File: src/logic/config_bank_pkg.sv
// Shared constants and types for the logical device configuration bank
package config_bank_pkg;

  // ----------------------------------------------------------------
  // Register indices
  // ----------------------------------------------------------------
  localparam logic [7:0] IDX_CONFIG_CONTROL = 8'h02;
  localparam logic [7:0] IDX_LDN = 8'h07;
  localparam logic [7:0] IDX_DEVICE_ID = 8'h20;
  localparam logic [7:0] IDX_DEVICE_REV = 8'h21;
  localparam logic [7:0] IDX_POWER_CONTROL = 8'h22;
  localparam logic [7:0] IDX_TEST_REG_THREE = 8'h2f;
  localparam logic [7:0] IDX_GLOBAL_LIMIT = 8'h30;
  localparam logic [7:0] IDX_ACTIVATE = 8'h30;
  localparam logic [7:0] IDX_BASE_HIGH = 8'h60;
  localparam logic [7:0] IDX_BASE_LOW = 8'h61;
  localparam logic [7:0] IDX_ALT_BASE_HIGH = 8'h62;
  localparam logic [7:0] IDX_ALT_BASE_LOW = 8'h63;
  localparam logic [7:0] IDX_IRQ_SELECT = 8'h70;
  localparam logic [7:0] IDX_SECOND_IRQ_SELECT = 8'h72;
  localparam logic [7:0] IDX_DMA_SELECT = 8'h74;
  localparam logic [7:0] IDX_MODE = 8'hf0;
  localparam logic [7:0] IDX_OPTION = 8'hf1;
  localparam logic [7:0] IDX_EXTRA = 8'hf2;
  localparam logic [7:0] IDX_DRIVE_ZERO = 8'hf4;
  localparam logic [7:0] IDX_DRIVE_ONE = 8'hf5;

  // ----------------------------------------------------------------
  // Field positions and logical device numbers
  // ----------------------------------------------------------------
  localparam int SOFT_RESET_BIT = 0;
  localparam int ACTIVATE_BIT = 0;
  localparam logic [7:0] LDN_NONE = 8'h00;
  localparam logic [7:0] LDN_FLOPPY = 8'h00;
  localparam logic [7:0] LDN_PARALLEL = 8'h03;
  localparam logic [7:0] LDN_SERIAL_ONE = 8'h04;
  localparam logic [7:0] LDN_SERIAL_TWO = 8'h05;
  localparam logic [7:0] LDN_KEYBOARD = 8'h07;
  localparam logic [7:0] LDN_GAME = 8'h09;
  localparam logic [7:0] LDN_RUNTIME = 8'h0a;
  localparam logic [7:0] LDN_MIDI = 8'h0b;

  // ----------------------------------------------------------------
  // Reset values and standby-only bit masks
  // ----------------------------------------------------------------
  localparam logic [7:0] RST_ZERO = 8'h00;
  localparam logic [7:0] RST_FLOPPY_BASE_HIGH = 8'h03;
  localparam logic [7:0] RST_FLOPPY_BASE_LOW = 8'hf0;
  localparam logic [7:0] RST_FLOPPY_IRQ = 8'h06;
  localparam logic [7:0] RST_FLOPPY_DMA = 8'h02;
  localparam logic [7:0] RST_FLOPPY_MODE = 8'h0e;
  localparam logic [7:0] RST_FLOPPY_TYPE = 8'hff;
  localparam logic [7:0] RST_PARALLEL_DMA = 8'h04;
  localparam logic [7:0] RST_PARALLEL_MODE = 8'h3c;
  localparam logic [7:0] RST_SERIAL_TWO_DMA = 8'h04;
  localparam logic [7:0] RST_INFRARED_OPTIONS = 8'h02;
  localparam logic [7:0] RST_INFRARED_TIMEOUT = 8'h03;
  localparam logic [7:0] RST_MIDI_BASE_HIGH = 8'h03;
  localparam logic [7:0] RST_MIDI_BASE_LOW = 8'h30;
  localparam logic [7:0] RST_MIDI_IRQ = 8'h05;
  localparam logic [7:0] MASK_NONE = 8'h00;
  localparam logic [7:0] MASK_POWER_STANDBY = 8'ha0;
  localparam logic [7:0] MASK_KEYBOARD_STANDBY = 8'h60;

  localparam int NUM_REGS = 49;
  localparam int NUM_UNITS = 8;

  // ----------------------------------------------------------------
  // Types
  // ----------------------------------------------------------------
  // Which reset sources load an entry
  typedef enum logic [3:0] {
    KIND_ALL = 4'b0001,
    KIND_COLD = 4'b0010,
    KIND_POR = 4'b0100,
    KIND_STANDBY = 4'b1000
  } rst_kind_t;

  typedef struct packed {
    logic is_global;
    logic [7:0] ldn;
    logic [7:0] idx;
    logic [7:0] rst;
    logic [7:0] standby_mask;
    rst_kind_t kind;
  } reg_entry_t;

  typedef struct packed {
    logic strobe;
    logic write;
    logic data_port;
    logic [7:0] wdata;
  } cfg_req_t;

  typedef struct packed {
    logic active;
    logic [7:0] base_high;
    logic [7:0] base_low;
    logic [7:0] irq_select;
    logic [7:0] dma_select;
    logic [7:0] mode;
  } unit_cfg_t;

  typedef struct packed {
    logic [7:0] power_control;
    logic [7:0] test_reg_three;
    logic [7:0] keyboard_reset_gate_select;
    logic [7:0] mouse_irq_select;
    logic [7:0] infrared_base_high;
    logic [7:0] infrared_base_low;
    logic [7:0] slow_clock_control;
    logic [7:0] floppy_on_parallel_select;
  } aux_cfg_t;

endpackage

File: src/logic/logical_device_config_bank.sv
// Index/data configuration register bank for all logical devices
`timescale 1ns/1ps

module logical_device_config_bank
  import config_bank_pkg::*;
#(
  parameter logic [7:0] DEVICE_ID = 8'h5a,  // Arbitrary value
  parameter logic [7:0] DEVICE_REV = 8'h01  // Arbitrary value
) (
  input wire logic ref_clk,
  input wire logic reset,
  input wire logic main_supply_por,
  input wire logic standby_supply_power_on_reset,
  input wire logic config_enable,
  input wire cfg_req_t cfg_req,
  output logic [7:0] cfg_rdata,
  output logic cfg_rvalid,
  output logic [7:0] logical_device_q,
  output logic soft_reset_pulse,
  output unit_cfg_t [NUM_UNITS-1:0] unit_cfg,
  output aux_cfg_t aux_cfg
);

  // ----------------------------------------------------------------
  // Register table
  // ----------------------------------------------------------------
  localparam reg_entry_t TABLE [NUM_REGS] = '{
    '{1'b1, LDN_NONE, IDX_POWER_CONTROL, RST_ZERO, MASK_POWER_STANDBY, KIND_ALL},
    '{1'b1, LDN_NONE, IDX_TEST_REG_THREE, RST_ZERO, MASK_NONE, KIND_POR},
    '{1'b0, LDN_FLOPPY, IDX_ACTIVATE, RST_ZERO, MASK_NONE, KIND_ALL},
    '{1'b0, LDN_FLOPPY, IDX_BASE_HIGH, RST_FLOPPY_BASE_HIGH, MASK_NONE, KIND_ALL},
    '{1'b0, LDN_FLOPPY, IDX_BASE_LOW, RST_FLOPPY_BASE_LOW, MASK_NONE, KIND_ALL},
    '{1'b0, LDN_FLOPPY, IDX_IRQ_SELECT, RST_FLOPPY_IRQ, MASK_NONE, KIND_ALL},
    '{1'b0, LDN_FLOPPY, IDX_DMA_SELECT, RST_FLOPPY_DMA, MASK_NONE, KIND_ALL},
    '{1'b0, LDN_FLOPPY, IDX_MODE, RST_FLOPPY_MODE, MASK_NONE, KIND_COLD},
    '{1'b0, LDN_FLOPPY, IDX_OPTION, RST_ZERO, MASK_NONE, KIND_COLD},
    '{1'b0, LDN_FLOPPY, IDX_EXTRA, RST_FLOPPY_TYPE, MASK_NONE, KIND_COLD},
    '{1'b0, LDN_FLOPPY, IDX_DRIVE_ZERO, RST_ZERO, MASK_NONE, KIND_COLD},
    '{1'b0, LDN_FLOPPY, IDX_DRIVE_ONE, RST_ZERO, MASK_NONE, KIND_COLD},
    '{1'b0, LDN_PARALLEL, IDX_ACTIVATE, RST_ZERO, MASK_NONE, KIND_ALL},
    '{1'b0, LDN_PARALLEL, IDX_BASE_HIGH, RST_ZERO, MASK_NONE, KIND_ALL},
    '{1'b0, LDN_PARALLEL, IDX_BASE_LOW, RST_ZERO, MASK_NONE, KIND_ALL},
    '{1'b0, LDN_PARALLEL, IDX_IRQ_SELECT, RST_ZERO, MASK_NONE, KIND_ALL},
    '{1'b0, LDN_PARALLEL, IDX_DMA_SELECT, RST_PARALLEL_DMA, MASK_NONE, KIND_ALL},
    '{1'b0, LDN_PARALLEL, IDX_MODE, RST_PARALLEL_MODE, MASK_NONE, KIND_COLD},
    '{1'b0, LDN_PARALLEL, IDX_OPTION, RST_ZERO, MASK_NONE, KIND_COLD},
    '{1'b0, LDN_SERIAL_ONE, IDX_ACTIVATE, RST_ZERO, MASK_NONE, KIND_ALL},
    '{1'b0, LDN_SERIAL_ONE, IDX_BASE_HIGH, RST_ZERO, MASK_NONE, KIND_ALL},
    '{1'b0, LDN_SERIAL_ONE, IDX_BASE_LOW, RST_ZERO, MASK_NONE, KIND_ALL},
    '{1'b0, LDN_SERIAL_ONE, IDX_IRQ_SELECT, RST_ZERO, MASK_NONE, KIND_ALL},
    '{1'b0, LDN_SERIAL_ONE, IDX_MODE, RST_ZERO, MASK_NONE, KIND_COLD},
    '{1'b0, LDN_SERIAL_TWO, IDX_BASE_HIGH, RST_ZERO, MASK_NONE, KIND_ALL},
    '{1'b0, LDN_SERIAL_TWO, IDX_BASE_LOW, RST_ZERO, MASK_NONE, KIND_ALL},
    '{1'b0, LDN_SERIAL_TWO, IDX_ALT_BASE_HIGH, RST_ZERO, MASK_NONE, KIND_ALL},
    '{1'b0, LDN_SERIAL_TWO, IDX_ALT_BASE_LOW, RST_ZERO, MASK_NONE, KIND_ALL},
    '{1'b0, LDN_SERIAL_TWO, IDX_IRQ_SELECT, RST_ZERO, MASK_NONE, KIND_ALL},
    '{1'b0, LDN_SERIAL_TWO, IDX_DMA_SELECT, RST_SERIAL_TWO_DMA, MASK_NONE, KIND_ALL},
    '{1'b0, LDN_SERIAL_TWO, IDX_MODE, RST_ZERO, MASK_NONE, KIND_COLD},
    '{1'b0, LDN_SERIAL_TWO, IDX_OPTION, RST_INFRARED_OPTIONS, MASK_NONE, KIND_COLD},
    '{1'b0, LDN_SERIAL_TWO, IDX_EXTRA, RST_INFRARED_TIMEOUT, MASK_NONE, KIND_COLD},
    '{1'b0, LDN_KEYBOARD, IDX_ACTIVATE, RST_ZERO, MASK_NONE, KIND_ALL},
    '{1'b0, LDN_KEYBOARD, IDX_IRQ_SELECT, RST_ZERO, MASK_NONE, KIND_ALL},
    '{1'b0, LDN_KEYBOARD, IDX_SECOND_IRQ_SELECT, RST_ZERO, MASK_NONE, KIND_ALL},
    '{1'b0, LDN_KEYBOARD, IDX_MODE, RST_ZERO, MASK_KEYBOARD_STANDBY, KIND_COLD},
    '{1'b0, LDN_GAME, IDX_ACTIVATE, RST_ZERO, MASK_NONE, KIND_ALL},
    '{1'b0, LDN_GAME, IDX_BASE_HIGH, RST_ZERO, MASK_NONE, KIND_ALL},
    '{1'b0, LDN_GAME, IDX_BASE_LOW, RST_ZERO, MASK_NONE, KIND_ALL},
    '{1'b0, LDN_RUNTIME, IDX_ACTIVATE, RST_ZERO, MASK_NONE, KIND_ALL},
    '{1'b0, LDN_RUNTIME, IDX_BASE_HIGH, RST_ZERO, MASK_NONE, KIND_ALL},
    '{1'b0, LDN_RUNTIME, IDX_BASE_LOW, RST_ZERO, MASK_NONE, KIND_ALL},
    '{1'b0, LDN_RUNTIME, IDX_MODE, RST_ZERO, MASK_NONE, KIND_STANDBY},
    '{1'b0, LDN_RUNTIME, IDX_OPTION, RST_ZERO, MASK_NONE, KIND_STANDBY},
    '{1'b0, LDN_MIDI, IDX_ACTIVATE, RST_ZERO, MASK_NONE, KIND_ALL},
    '{1'b0, LDN_MIDI, IDX_BASE_HIGH, RST_MIDI_BASE_HIGH, MASK_NONE, KIND_ALL},
    '{1'b0, LDN_MIDI, IDX_BASE_LOW, RST_MIDI_BASE_LOW, MASK_NONE, KIND_ALL},
    '{1'b0, LDN_MIDI, IDX_IRQ_SELECT, RST_MIDI_IRQ, MASK_NONE, KIND_ALL}
  };

  localparam logic [7:0] UNIT_LDN [NUM_UNITS] = '{
    LDN_FLOPPY, LDN_PARALLEL, LDN_SERIAL_ONE, LDN_SERIAL_TWO,
    LDN_KEYBOARD, LDN_GAME, LDN_RUNTIME, LDN_MIDI
  };

  // ----------------------------------------------------------------
  // Reset classes and port decode
  // ----------------------------------------------------------------
  logic soft_q;
  logic [7:0] index_q;
  logic [7:0] ldn_q;
  logic [7:0] regs_q [NUM_REGS];
  logic por_any;
  logic cold_any;
  logic all_any;
  logic port_access;
  logic index_wr;
  logic data_wr;
  logic data_rd;
  logic index_rd;
  logic global_sel;
  logic [7:0] read_value;

  assign por_any = main_supply_por | standby_supply_power_on_reset;
  assign cold_any = reset | por_any;
  assign all_any = cold_any | soft_q;

  // Ports only respond while the chip is in configuration mode
  assign port_access = cfg_req.strobe & config_enable;
  assign index_wr = port_access & cfg_req.write & ~cfg_req.data_port;
  assign data_wr = port_access & cfg_req.write & cfg_req.data_port;
  assign data_rd = port_access & ~cfg_req.write & cfg_req.data_port;
  assign index_rd = port_access & ~cfg_req.write & ~cfg_req.data_port;
  assign global_sel = index_q < IDX_GLOBAL_LIMIT;

  function automatic logic kind_fires(input rst_kind_t kind, input logic all_r, input logic cold_r,
                                      input logic por_r);
    logic fire;
    fire = 1'b0;
    unique case (kind)
      KIND_ALL: fire = all_r;
      KIND_COLD: fire = cold_r;
      KIND_POR: fire = por_r;
      KIND_STANDBY: fire = 1'b0;
    endcase
    return fire;
  endfunction

  // Entry lookup; ldn is ignored for chip-level entries
  function automatic logic [7:0] lookup(input logic is_global, input logic [7:0] ldn, input logic [7:0] idx);
    logic [7:0] value;
    value = RST_ZERO;
    for (int e = 0; e < NUM_REGS; e++) begin
      if (TABLE[e].idx == idx && TABLE[e].is_global == is_global &&
          (is_global || TABLE[e].ldn == ldn)) begin
        value = regs_q[e];
      end
    end
    return value;
  endfunction

  // ----------------------------------------------------------------
  // Index, device number and soft reset
  // ----------------------------------------------------------------
  always_ff @(posedge ref_clk) begin
    if (cold_any) begin
      index_q <= RST_ZERO;
    end else if (index_wr) begin
      index_q <= cfg_req.wdata;
    end
  end

  always_ff @(posedge ref_clk) begin
    if (all_any) begin
      ldn_q <= RST_ZERO;
    end else if (data_wr && index_q == IDX_LDN) begin
      ldn_q <= cfg_req.wdata;
    end
  end

  // Registered so the reset lands one cycle after the write, never mid-write
  always_ff @(posedge ref_clk) begin
    if (cold_any) begin
      soft_q <= 1'b0;
    end else begin
      soft_q <= data_wr && index_q == IDX_CONFIG_CONTROL && cfg_req.wdata[SOFT_RESET_BIT];
    end
  end

  // ----------------------------------------------------------------
  // Storage, one flop byte per table entry
  // ----------------------------------------------------------------
  for (genvar g = 0; g < NUM_REGS; g++) begin : gen_entry
    logic hit;
    logic kind_hit;
    assign hit = data_wr && TABLE[g].idx == index_q &&
                 (TABLE[g].is_global ? global_sel : (!global_sel && TABLE[g].ldn == ldn_q));
    assign kind_hit = kind_fires(TABLE[g].kind, all_any, cold_any, por_any);

    always_ff @(posedge ref_clk) begin
      if (standby_supply_power_on_reset) begin
        regs_q[g] <= TABLE[g].rst;
      end else if (kind_hit) begin
        // Standby-only bits survive every other reset
        regs_q[g] <= (regs_q[g] & TABLE[g].standby_mask) | (TABLE[g].rst & ~TABLE[g].standby_mask);
      end else if (hit) begin
        regs_q[g] <= cfg_req.wdata;
      end
    end
  end

  // ----------------------------------------------------------------
  // Read path
  // ----------------------------------------------------------------
  always_comb begin
    read_value = lookup(global_sel, ldn_q, index_q);
    if (index_q == IDX_LDN) begin
      read_value = ldn_q;
    end else if (index_q == IDX_DEVICE_ID) begin
      read_value = DEVICE_ID;
    end else if (index_q == IDX_DEVICE_REV) begin
      read_value = DEVICE_REV;
    end
  end

  always_ff @(posedge ref_clk) begin
    if (cold_any) begin
      cfg_rdata <= RST_ZERO;
      cfg_rvalid <= 1'b0;
    end else begin
      cfg_rvalid <= data_rd | index_rd;
      if (data_rd) begin
        cfg_rdata <= read_value;
      end else if (index_rd) begin
        cfg_rdata <= index_q;
      end
    end
  end

  // ----------------------------------------------------------------
  // Configuration outputs, registered
  // ----------------------------------------------------------------
  always_ff @(posedge ref_clk) begin
    for (int u = 0; u < NUM_UNITS; u++) begin
      unit_cfg[u].active <= 1'(lookup(1'b0, UNIT_LDN[u], IDX_ACTIVATE) >> ACTIVATE_BIT);
      unit_cfg[u].base_high <= lookup(1'b0, UNIT_LDN[u], IDX_BASE_HIGH);
      unit_cfg[u].base_low <= lookup(1'b0, UNIT_LDN[u], IDX_BASE_LOW);
      unit_cfg[u].irq_select <= lookup(1'b0, UNIT_LDN[u], IDX_IRQ_SELECT);
      unit_cfg[u].dma_select <= lookup(1'b0, UNIT_LDN[u], IDX_DMA_SELECT);
      unit_cfg[u].mode <= lookup(1'b0, UNIT_LDN[u], IDX_MODE);
    end
  end

  always_ff @(posedge ref_clk) begin
    aux_cfg.power_control <= lookup(1'b1, LDN_NONE, IDX_POWER_CONTROL);
    aux_cfg.test_reg_three <= lookup(1'b1, LDN_NONE, IDX_TEST_REG_THREE);
    aux_cfg.keyboard_reset_gate_select <= lookup(1'b0, LDN_KEYBOARD, IDX_MODE);
    aux_cfg.mouse_irq_select <= lookup(1'b0, LDN_KEYBOARD, IDX_SECOND_IRQ_SELECT);
    aux_cfg.infrared_base_high <= lookup(1'b0, LDN_SERIAL_TWO, IDX_ALT_BASE_HIGH);
    aux_cfg.infrared_base_low <= lookup(1'b0, LDN_SERIAL_TWO, IDX_ALT_BASE_LOW);
    aux_cfg.slow_clock_control <= lookup(1'b0, LDN_RUNTIME, IDX_MODE);
    aux_cfg.floppy_on_parallel_select <= lookup(1'b0, LDN_RUNTIME, IDX_OPTION);
  end

  assign logical_device_q = ldn_q;
  assign soft_reset_pulse = soft_q;

endmodule

File: config.mk
export PLATFORM = sky130hd
export DESIGN_NAME = logical_device_config_bank
export DESIGN_NICKNAME = d
export VERILOG_FILES = /design/src/logic/config_bank_pkg.sv /design/src/logic/logical_device_config_bank.sv
export SDC_FILE = /design/constraint.sdc
export NUM_CORES = 1
export LEC_CHECK = 0
export BUFFER_PORTS_ARGS = -buffer_cell sky130_fd_sc_hd__buf_2
export CORE_UTILIZATION = 35
export CTS_CLUSTER_SIZE = 12
export DETAILED_ROUTE_END_ITERATION = 10
export HOLD_SLACK_MARGIN = 0.03
export PLACE_DENSITY = 0.65
export REMOVE_ABC_BUFFERS = 1
export SYNTH_ARGS = -nofsm -noshare
export SYNTH_HDL_FRONTEND = slang
export SYNTH_SLANG_ARGS = --single-unit
File: constraint.sdc
create_clock -name ref_clk -period 3.7 [get_ports ref_clk]
set_input_delay 0.74 -clock ref_clk [delete_from_list [all_inputs] [get_ports ref_clk]]
set_output_delay 0.74 -clock ref_clk [all_outputs]
set_load 0.1 [all_outputs]
Word level (Yosys, flattened, before mapping):

Memories as Yosys holds them, arrays and structs flattened.
Index checks and enable logic that the tools add are counted.

* RAM bits: 392
* input bits: 16
* bits in latches: 0
* memories: 1
* bits in registers: 313
* logic and storage cells: 690
* bits in read-only memories: 0

Memories
* regs_q: depth 49, bits a word 8, read ports 49, clocked after Yosys merged registers in 0, write ports 49, RTL line logical_device_config_bank.sv:90 `logic [7:0] regs_q [NUM_REGS];`

* mux-type cells: 355
* bitwise operators: 110
* multipliers: 0
* equal/unequal tests: 26
* divide/modulo/power cells: 0
* add/sub/neg operators: 0
* shift operators: 0
* reduce and logical (&&, ||, !) cells: 150
* magnitude comparators: 1

Operators by type and width (count)
* 8-bit 2-to-1 mux: 150
* 1-bit 2-to-1 mux: 205
* 1-bit logical AND: 139
* 1-bit bitwise OR: 100
* 7-bit by 8-bit equality test with 1-bit output, first input constant: 7
* 8-bit equality test, first input constant: 5
* 3-bit by 8-bit equality test with 1-bit output, first input constant: 3
* 4-bit by 8-bit equality test with 1-bit output, first input constant: 3
* 6-bit by 8-bit equality test with 1-bit output, first input constant: 3
* 8-bit by 6-bit equality test with 1-bit output, second input constant: 2
* 2-bit by 8-bit equality test with 1-bit output, first input constant: 1
* 8-bit by 2-bit equality test with 1-bit output, second input constant: 1
* 8-bit by 3-bit equality test with 1-bit output, second input constant: 1
* 8-bit zero test: 1
* 1-bit logical OR: 8
* 8-bit by 6-bit less-than comparator with 1-bit output, second input constant: 1
* 1-bit bitwise AND: 7
* 1-bit NOT: 3
* 2-bit nonzero test: 1
* 1-bit zero test: 1

Logic depth before layout (Yosys ltp):

* word-level depth: 56
* gate-level depth with buffers: 12
* mapped depth without buffers: 8

Worst setup path after synthesis:

OpenSTA, ideal clock, no wires.

* path kind: flip-flop to flip-flop
* start: register ldn_q[4] (netlist: logical_device_q[4])
* end: memory regs_q[11][0] (netlist: regs_q[2][24]), enable pin
* slack: 0.174 ns
* period minus slack after synthesis: 3.526 ns
* data arrival time: 3.142 ns
* library setup time: 0.384 ns
* data required time: 3.316 ns
* cell stages (with the launch flop): 9
* buffers on the path: 4
* path through: dfxtp_1 or4_1 buf_6 buf_6 nor4_1 clkbuf_1 nand3_1 clkbuf_1 o21ai_0

RTL lines
* from (decl): RTL line logical_device_config_bank.sv:89 `logic [7:0] ldn_q;`
* from (signal assigned): RTL line logical_device_config_bank.sv:155 `ldn_q <= cfg_req.wdata;`
* to (decl): RTL line logical_device_config_bank.sv:90

Final worst setup path:

* start: register index_q[6]
* end: register cfg_rdata[4]

* cells in the longest elaborated chain, start to end: 56
* elaborated cells between the ends (all ways): 145
* classes of those cells: 1 x order compare; 18 x eq/ne; 53 x mux; 1 x bitwise; 72 x reduce/logical

RTL lines
* from (decl): RTL line logical_device_config_bank.sv:88 `logic [7:0] index_q;`
* from (signal assigned): RTL line logical_device_config_bank.sv:147 `index_q <= cfg_req.wdata;`
* 8-bit by 6-bit less-than comparator with 1-bit output or 6-bit by 8-bit equality test with 1-bit output (tied branches): RTL line logical_device_config_bank.sv:112, logical_device_config_bank.sv:132
* 1-bit logical AND or 1-bit logical OR (tied branches): RTL line logical_device_config_bank.sv:132, logical_device_config_bank.sv:133
* 1-bit logical AND: RTL line logical_device_config_bank.sv:132 `if (TABLE[e].idx == idx && TABLE[e].is_global == is_global &&`
* 8-bit 2-to-1 mux (49 in a row): RTL line logical_device_config_bank.sv:132
* 8-bit 2-to-1 mux: RTL line logical_device_config_bank.sv:199 `end else if (index_q == IDX_DEVICE_REV) begin`
* 8-bit 2-to-1 mux: RTL line logical_device_config_bank.sv:197 `end else if (index_q == IDX_DEVICE_ID) begin`
* 8-bit 2-to-1 mux *: RTL line logical_device_config_bank.sv:195 `if (index_q == IDX_LDN) begin`
* 8-bit 2-to-1 mux *: RTL line logical_device_config_bank.sv:210 `if (data_rd) begin`
* to (signal assigned): RTL line logical_device_config_bank.sv:211 `cfg_rdata <= read_value;`
* to (signal assigned): RTL line logical_device_config_bank.sv:213 `cfg_rdata <= index_q;`
* to (decl): RTL line logical_device_config_bank.sv:16 `output logic [7:0] cfg_rdata,`

Every way passes the cells marked *; elsewhere a longest branch is shown, timed or not.
A chain may end at the register's enable or synchronous reset.

==> impl_metrics.tcl <==
set metrics [dict create \
    post-place-ws_ns -0.169 \
    die_y_um 282 \
    p_per_area_mw_per_mm2 527 \
    holdBufCountCts 0 \
    finalPower_mw 17.8 \
    internal-power_mw 13.0 \
    met1_length_mm 46.8 \
    layout-drive-gt1-share_pct 26.9 \
    wl_met3_mm 9.76 \
    port_buffers 336 \
    swShare_pct 27.0 \
    yosysTopAreaCellShare_pct 42.9 \
    min_period_ns 3.63 \
    cap_violations 0 \
    grt_overflow 0 \
    grt_pass1_wl_mm 153 \
    yosysWarnings 0 \
    place_area_sq_mm 0.0313 \
    vias_per_cell 5.55 \
    dpl.hpwl_mm 83.4 \
    path_max_fanout 16 \
    grt_use_total_pct 27.3 \
    vias 21300 \
    hold_violations 0 \
    whs_path_depth 0 \
    crit_arrival_ns 4.11 \
    max-vdd-ir-drop_uv 342 \
    synth_cell_type_count 83 \
    drc 0 \
    worstPathCellList "a211o_1 -> buf_4 -> nand4_1 -> nor2_1 -> buf_4 -> a221o_1 -> nor3_1 -> a21oi_1 -> o221ai_1 -> a21oi_1" \
    die_x_um 282 \
    cp-startpoint "index_q[6]$_SDFFE_PP0P_" \
    cp_slowest_stage_delay_ns 0.81 \
    ys_seq_elements 705 \
    grt_pass1_vias 20200 \
    layout_commonest_cell "edfxtp_1" \
    path_clk_slew_ns 0.07 \
    async_flop_share_pct 0 \
    synth_edf_count 392 \
    route.met2.wl_mm 50.5 \
    hp-class "register to register" \
    postCtsSetupBuffers 0 \
    synthCells 2232 \
    antenna_found_initial 4 \
    synthTopCellsByArea "edfxtp_1 43%, dfxtp_1 23%, and2_1 5.2%" \
    drt_wl_total_mm 111 \
    fin_worst_skew_ns 0.0298 \
    cts_buffer_depth 3 \
    drt-initial-drc-count 3040 \
    synthFlopType "edfxtp_1" \
    start_util_pct 35.4 \
    outcome "complete, no violations" \
    h-tree-depth 3 \
    io_pins 426 \
    rows 102 \
    gp_congestion 1.01 \
    cts_buffers 76 \
    setup_tns_ns 0 \
    rsz0062_at_grt "false" \
    reg2reg_from "index_q[6]$_SDFFE_PP0P_" \
    seq_power_share_pct 48.6 \
    ant_nets 0 \
    critPathCaptureType "register" \
    tightestPinTransition_ns 0.985 \
    worstPathRequired_ns 4.18 \
    clkLatencyLatePin_ns 0.64 \
    p_sw_mw 4.81 \
    relSlewSlack_pct 33.9 \
    core_sq_mm 0.0775 \
    pwr-share-clk_pct 42.1 \
    areaGrowthSynthToFinish_pct 23.3 \
    first_pass_iters 6 \
    max_freq_mhz 276 \
    maxSlewViolCount 0 \
    ys_seq_area_share_pct 65.8 \
    finalNetCount 2746 \
    layout_common_cells "392 x edfxtp_1, 336 x buf_2, 308 x dfxtp_1" \
    design_area_sq_mm 0.0338 \
    cts_root_buf "clkbuf_16" \
    avgSynthCellArea_sq_um 12.3 \
    crit_slowest_cell "nor3_1" \
    worstSetupStartpointType "register" \
    post_drt_wl_per_cell_um 28.9 \
    cts_resized 3 \
    reg2reg_depth 10 \
    seqCellArea_sq_mm 0.0180 \
    fillers 7218 \
    worstSetupPathType "register to register" \
    combPwrFrac_pct 9.3 \
    antenna_cells 0 \
    setup_slack_ns 0.0723 \
    yosysTopAreaCell "edfxtp_1" \
    highest_layer "met5" \
    multi_input_area_sq_mm 0.00829 \
    synth_area_sq_mm 0.0274 \
    grt_max_degree 61 \
    cts_tree "built" \
    leakagePower_nw 14.2 \
    finalCritPeriodShare_pct 98.0 \
    setup-violations-final 0 \
    clkSinkCount 705 \
    dieArea_sq_mm 0.0795 \
    hold_start "regs_q[1][22]$_SDFFCE_PN0P_" \
]
==> through the flow <==
step                      util, %  cells  hold slack [ns]
after floorplan                 -   2061            0.339
after global placement       40.4   3691            0.361
after detailed placement     40.4   3691            0.366
after CTS                    43.6   3832            0.379
after global routing         43.7   3833            0.387
final                        43.7   3833            0.374
==> cells by family after synthesis <==
kind of cell	Yosys count	synth area share, %
AND/OR/NAND/NOR	892	19.1
buffers and inverters	272	5.42
other	1	0.0137
AO/OA/AOI/OAI	354	9.43
multiplexers	8	0.292
flip-flops	705	65.8
==> cell usage after synthesis (all sizes together) (4+ instances only) <==
cell type / number
a2111oi: 15
a211o: 7
a211oi: 15
a21oi: 47
a221o: 12
a221oi: 32
a222oi: 8
a22o: 12
a22oi: 25
a31oi: 9
a32o: 7
a32oi: 6
and2: 229
and3: 149
and4: 7
buf: 139
clkbuf: 120
dfxtp: 313
edfxtp: 392
inv: 13
mux2i: 8
nand2: 98
nand2b: 24
nand3: 44
nand4: 35
nand4b: 4
nor2: 122
nor2b: 9
nor3: 53
nor4: 40
nor4b: 4
o2111ai: 8
o211ai: 12
o21a: 5
o21ai: 70
o221ai: 16
o22ai: 15
o311ai: 4
o31ai: 4
o32ai: 4
or2: 6
or3: 36
or4: 11
or4b: 6
==> area by class of cell <==
type                    count  area share, %
clock inverters            15          0.418
multi-input cells        1343           24.5
clock buffers             126           6.90
repair buffers            591           10.8
flip-flops and latches    705           53.3
inverters                  13          0.144
well taps                1040           3.85
==> final timing paths <==
path                                    end  slack (ns)
setup / recovery  cfg_rdata[4]$_SDFFE_PP0P_        0.07
setup reg to reg  cfg_rdata[4]$_SDFFE_PP0P_        0.07
hold / removal         unit_cfg[14]$_DFF_P_        0.37
hold reg to reg        unit_cfg[14]$_DFF_P_        0.37
==> flip-flops by register name, summed over array words and instances, names as in the netlist <==
name,count
cfg_rvalid,1
unit_cfg,223
logical_device_q,8
cfg_rdata,8
soft_reset_pulse,1
regs_q,392
aux_cfg,64
index_q,8
==> routing by layer <==
metal / GRT usage (%) / vias up
li1: - / 9109
met1: 38.2 / 10700
met2: 42.3 / 1295
met3: 4.44 / 200
met4: 10.3 / 2
met5: 0 / -
==> power by group through the flow <==
| stage | registers (mW) | logic (mW) | clock network (mW) |
|---|---|---|---|
| floorplan | 9.57 | 0.473 | 0 |
| global placement | 8.83 | 1.66 | 0 |
| detailed placement | 8.83 | 1.66 | 0 |
| CTS | 8.67 | 1.66 | 7.63 |
| global route | 8.68 | 1.70 | 7.92 |
| finish | 8.67 | 1.67 | 7.50 |
==> worst max-delay path, delay by kind of cell, from the launching register on <==
kind | cells | cell delay, ns
buffers and inverters | 2 | 0.43
DFF | 1 | 0.50
and+or+nand+nor | 3 | 1.08
AOI/OAI and AO/OA | 5 | 1.46
(Power assumes the default switching activity.)
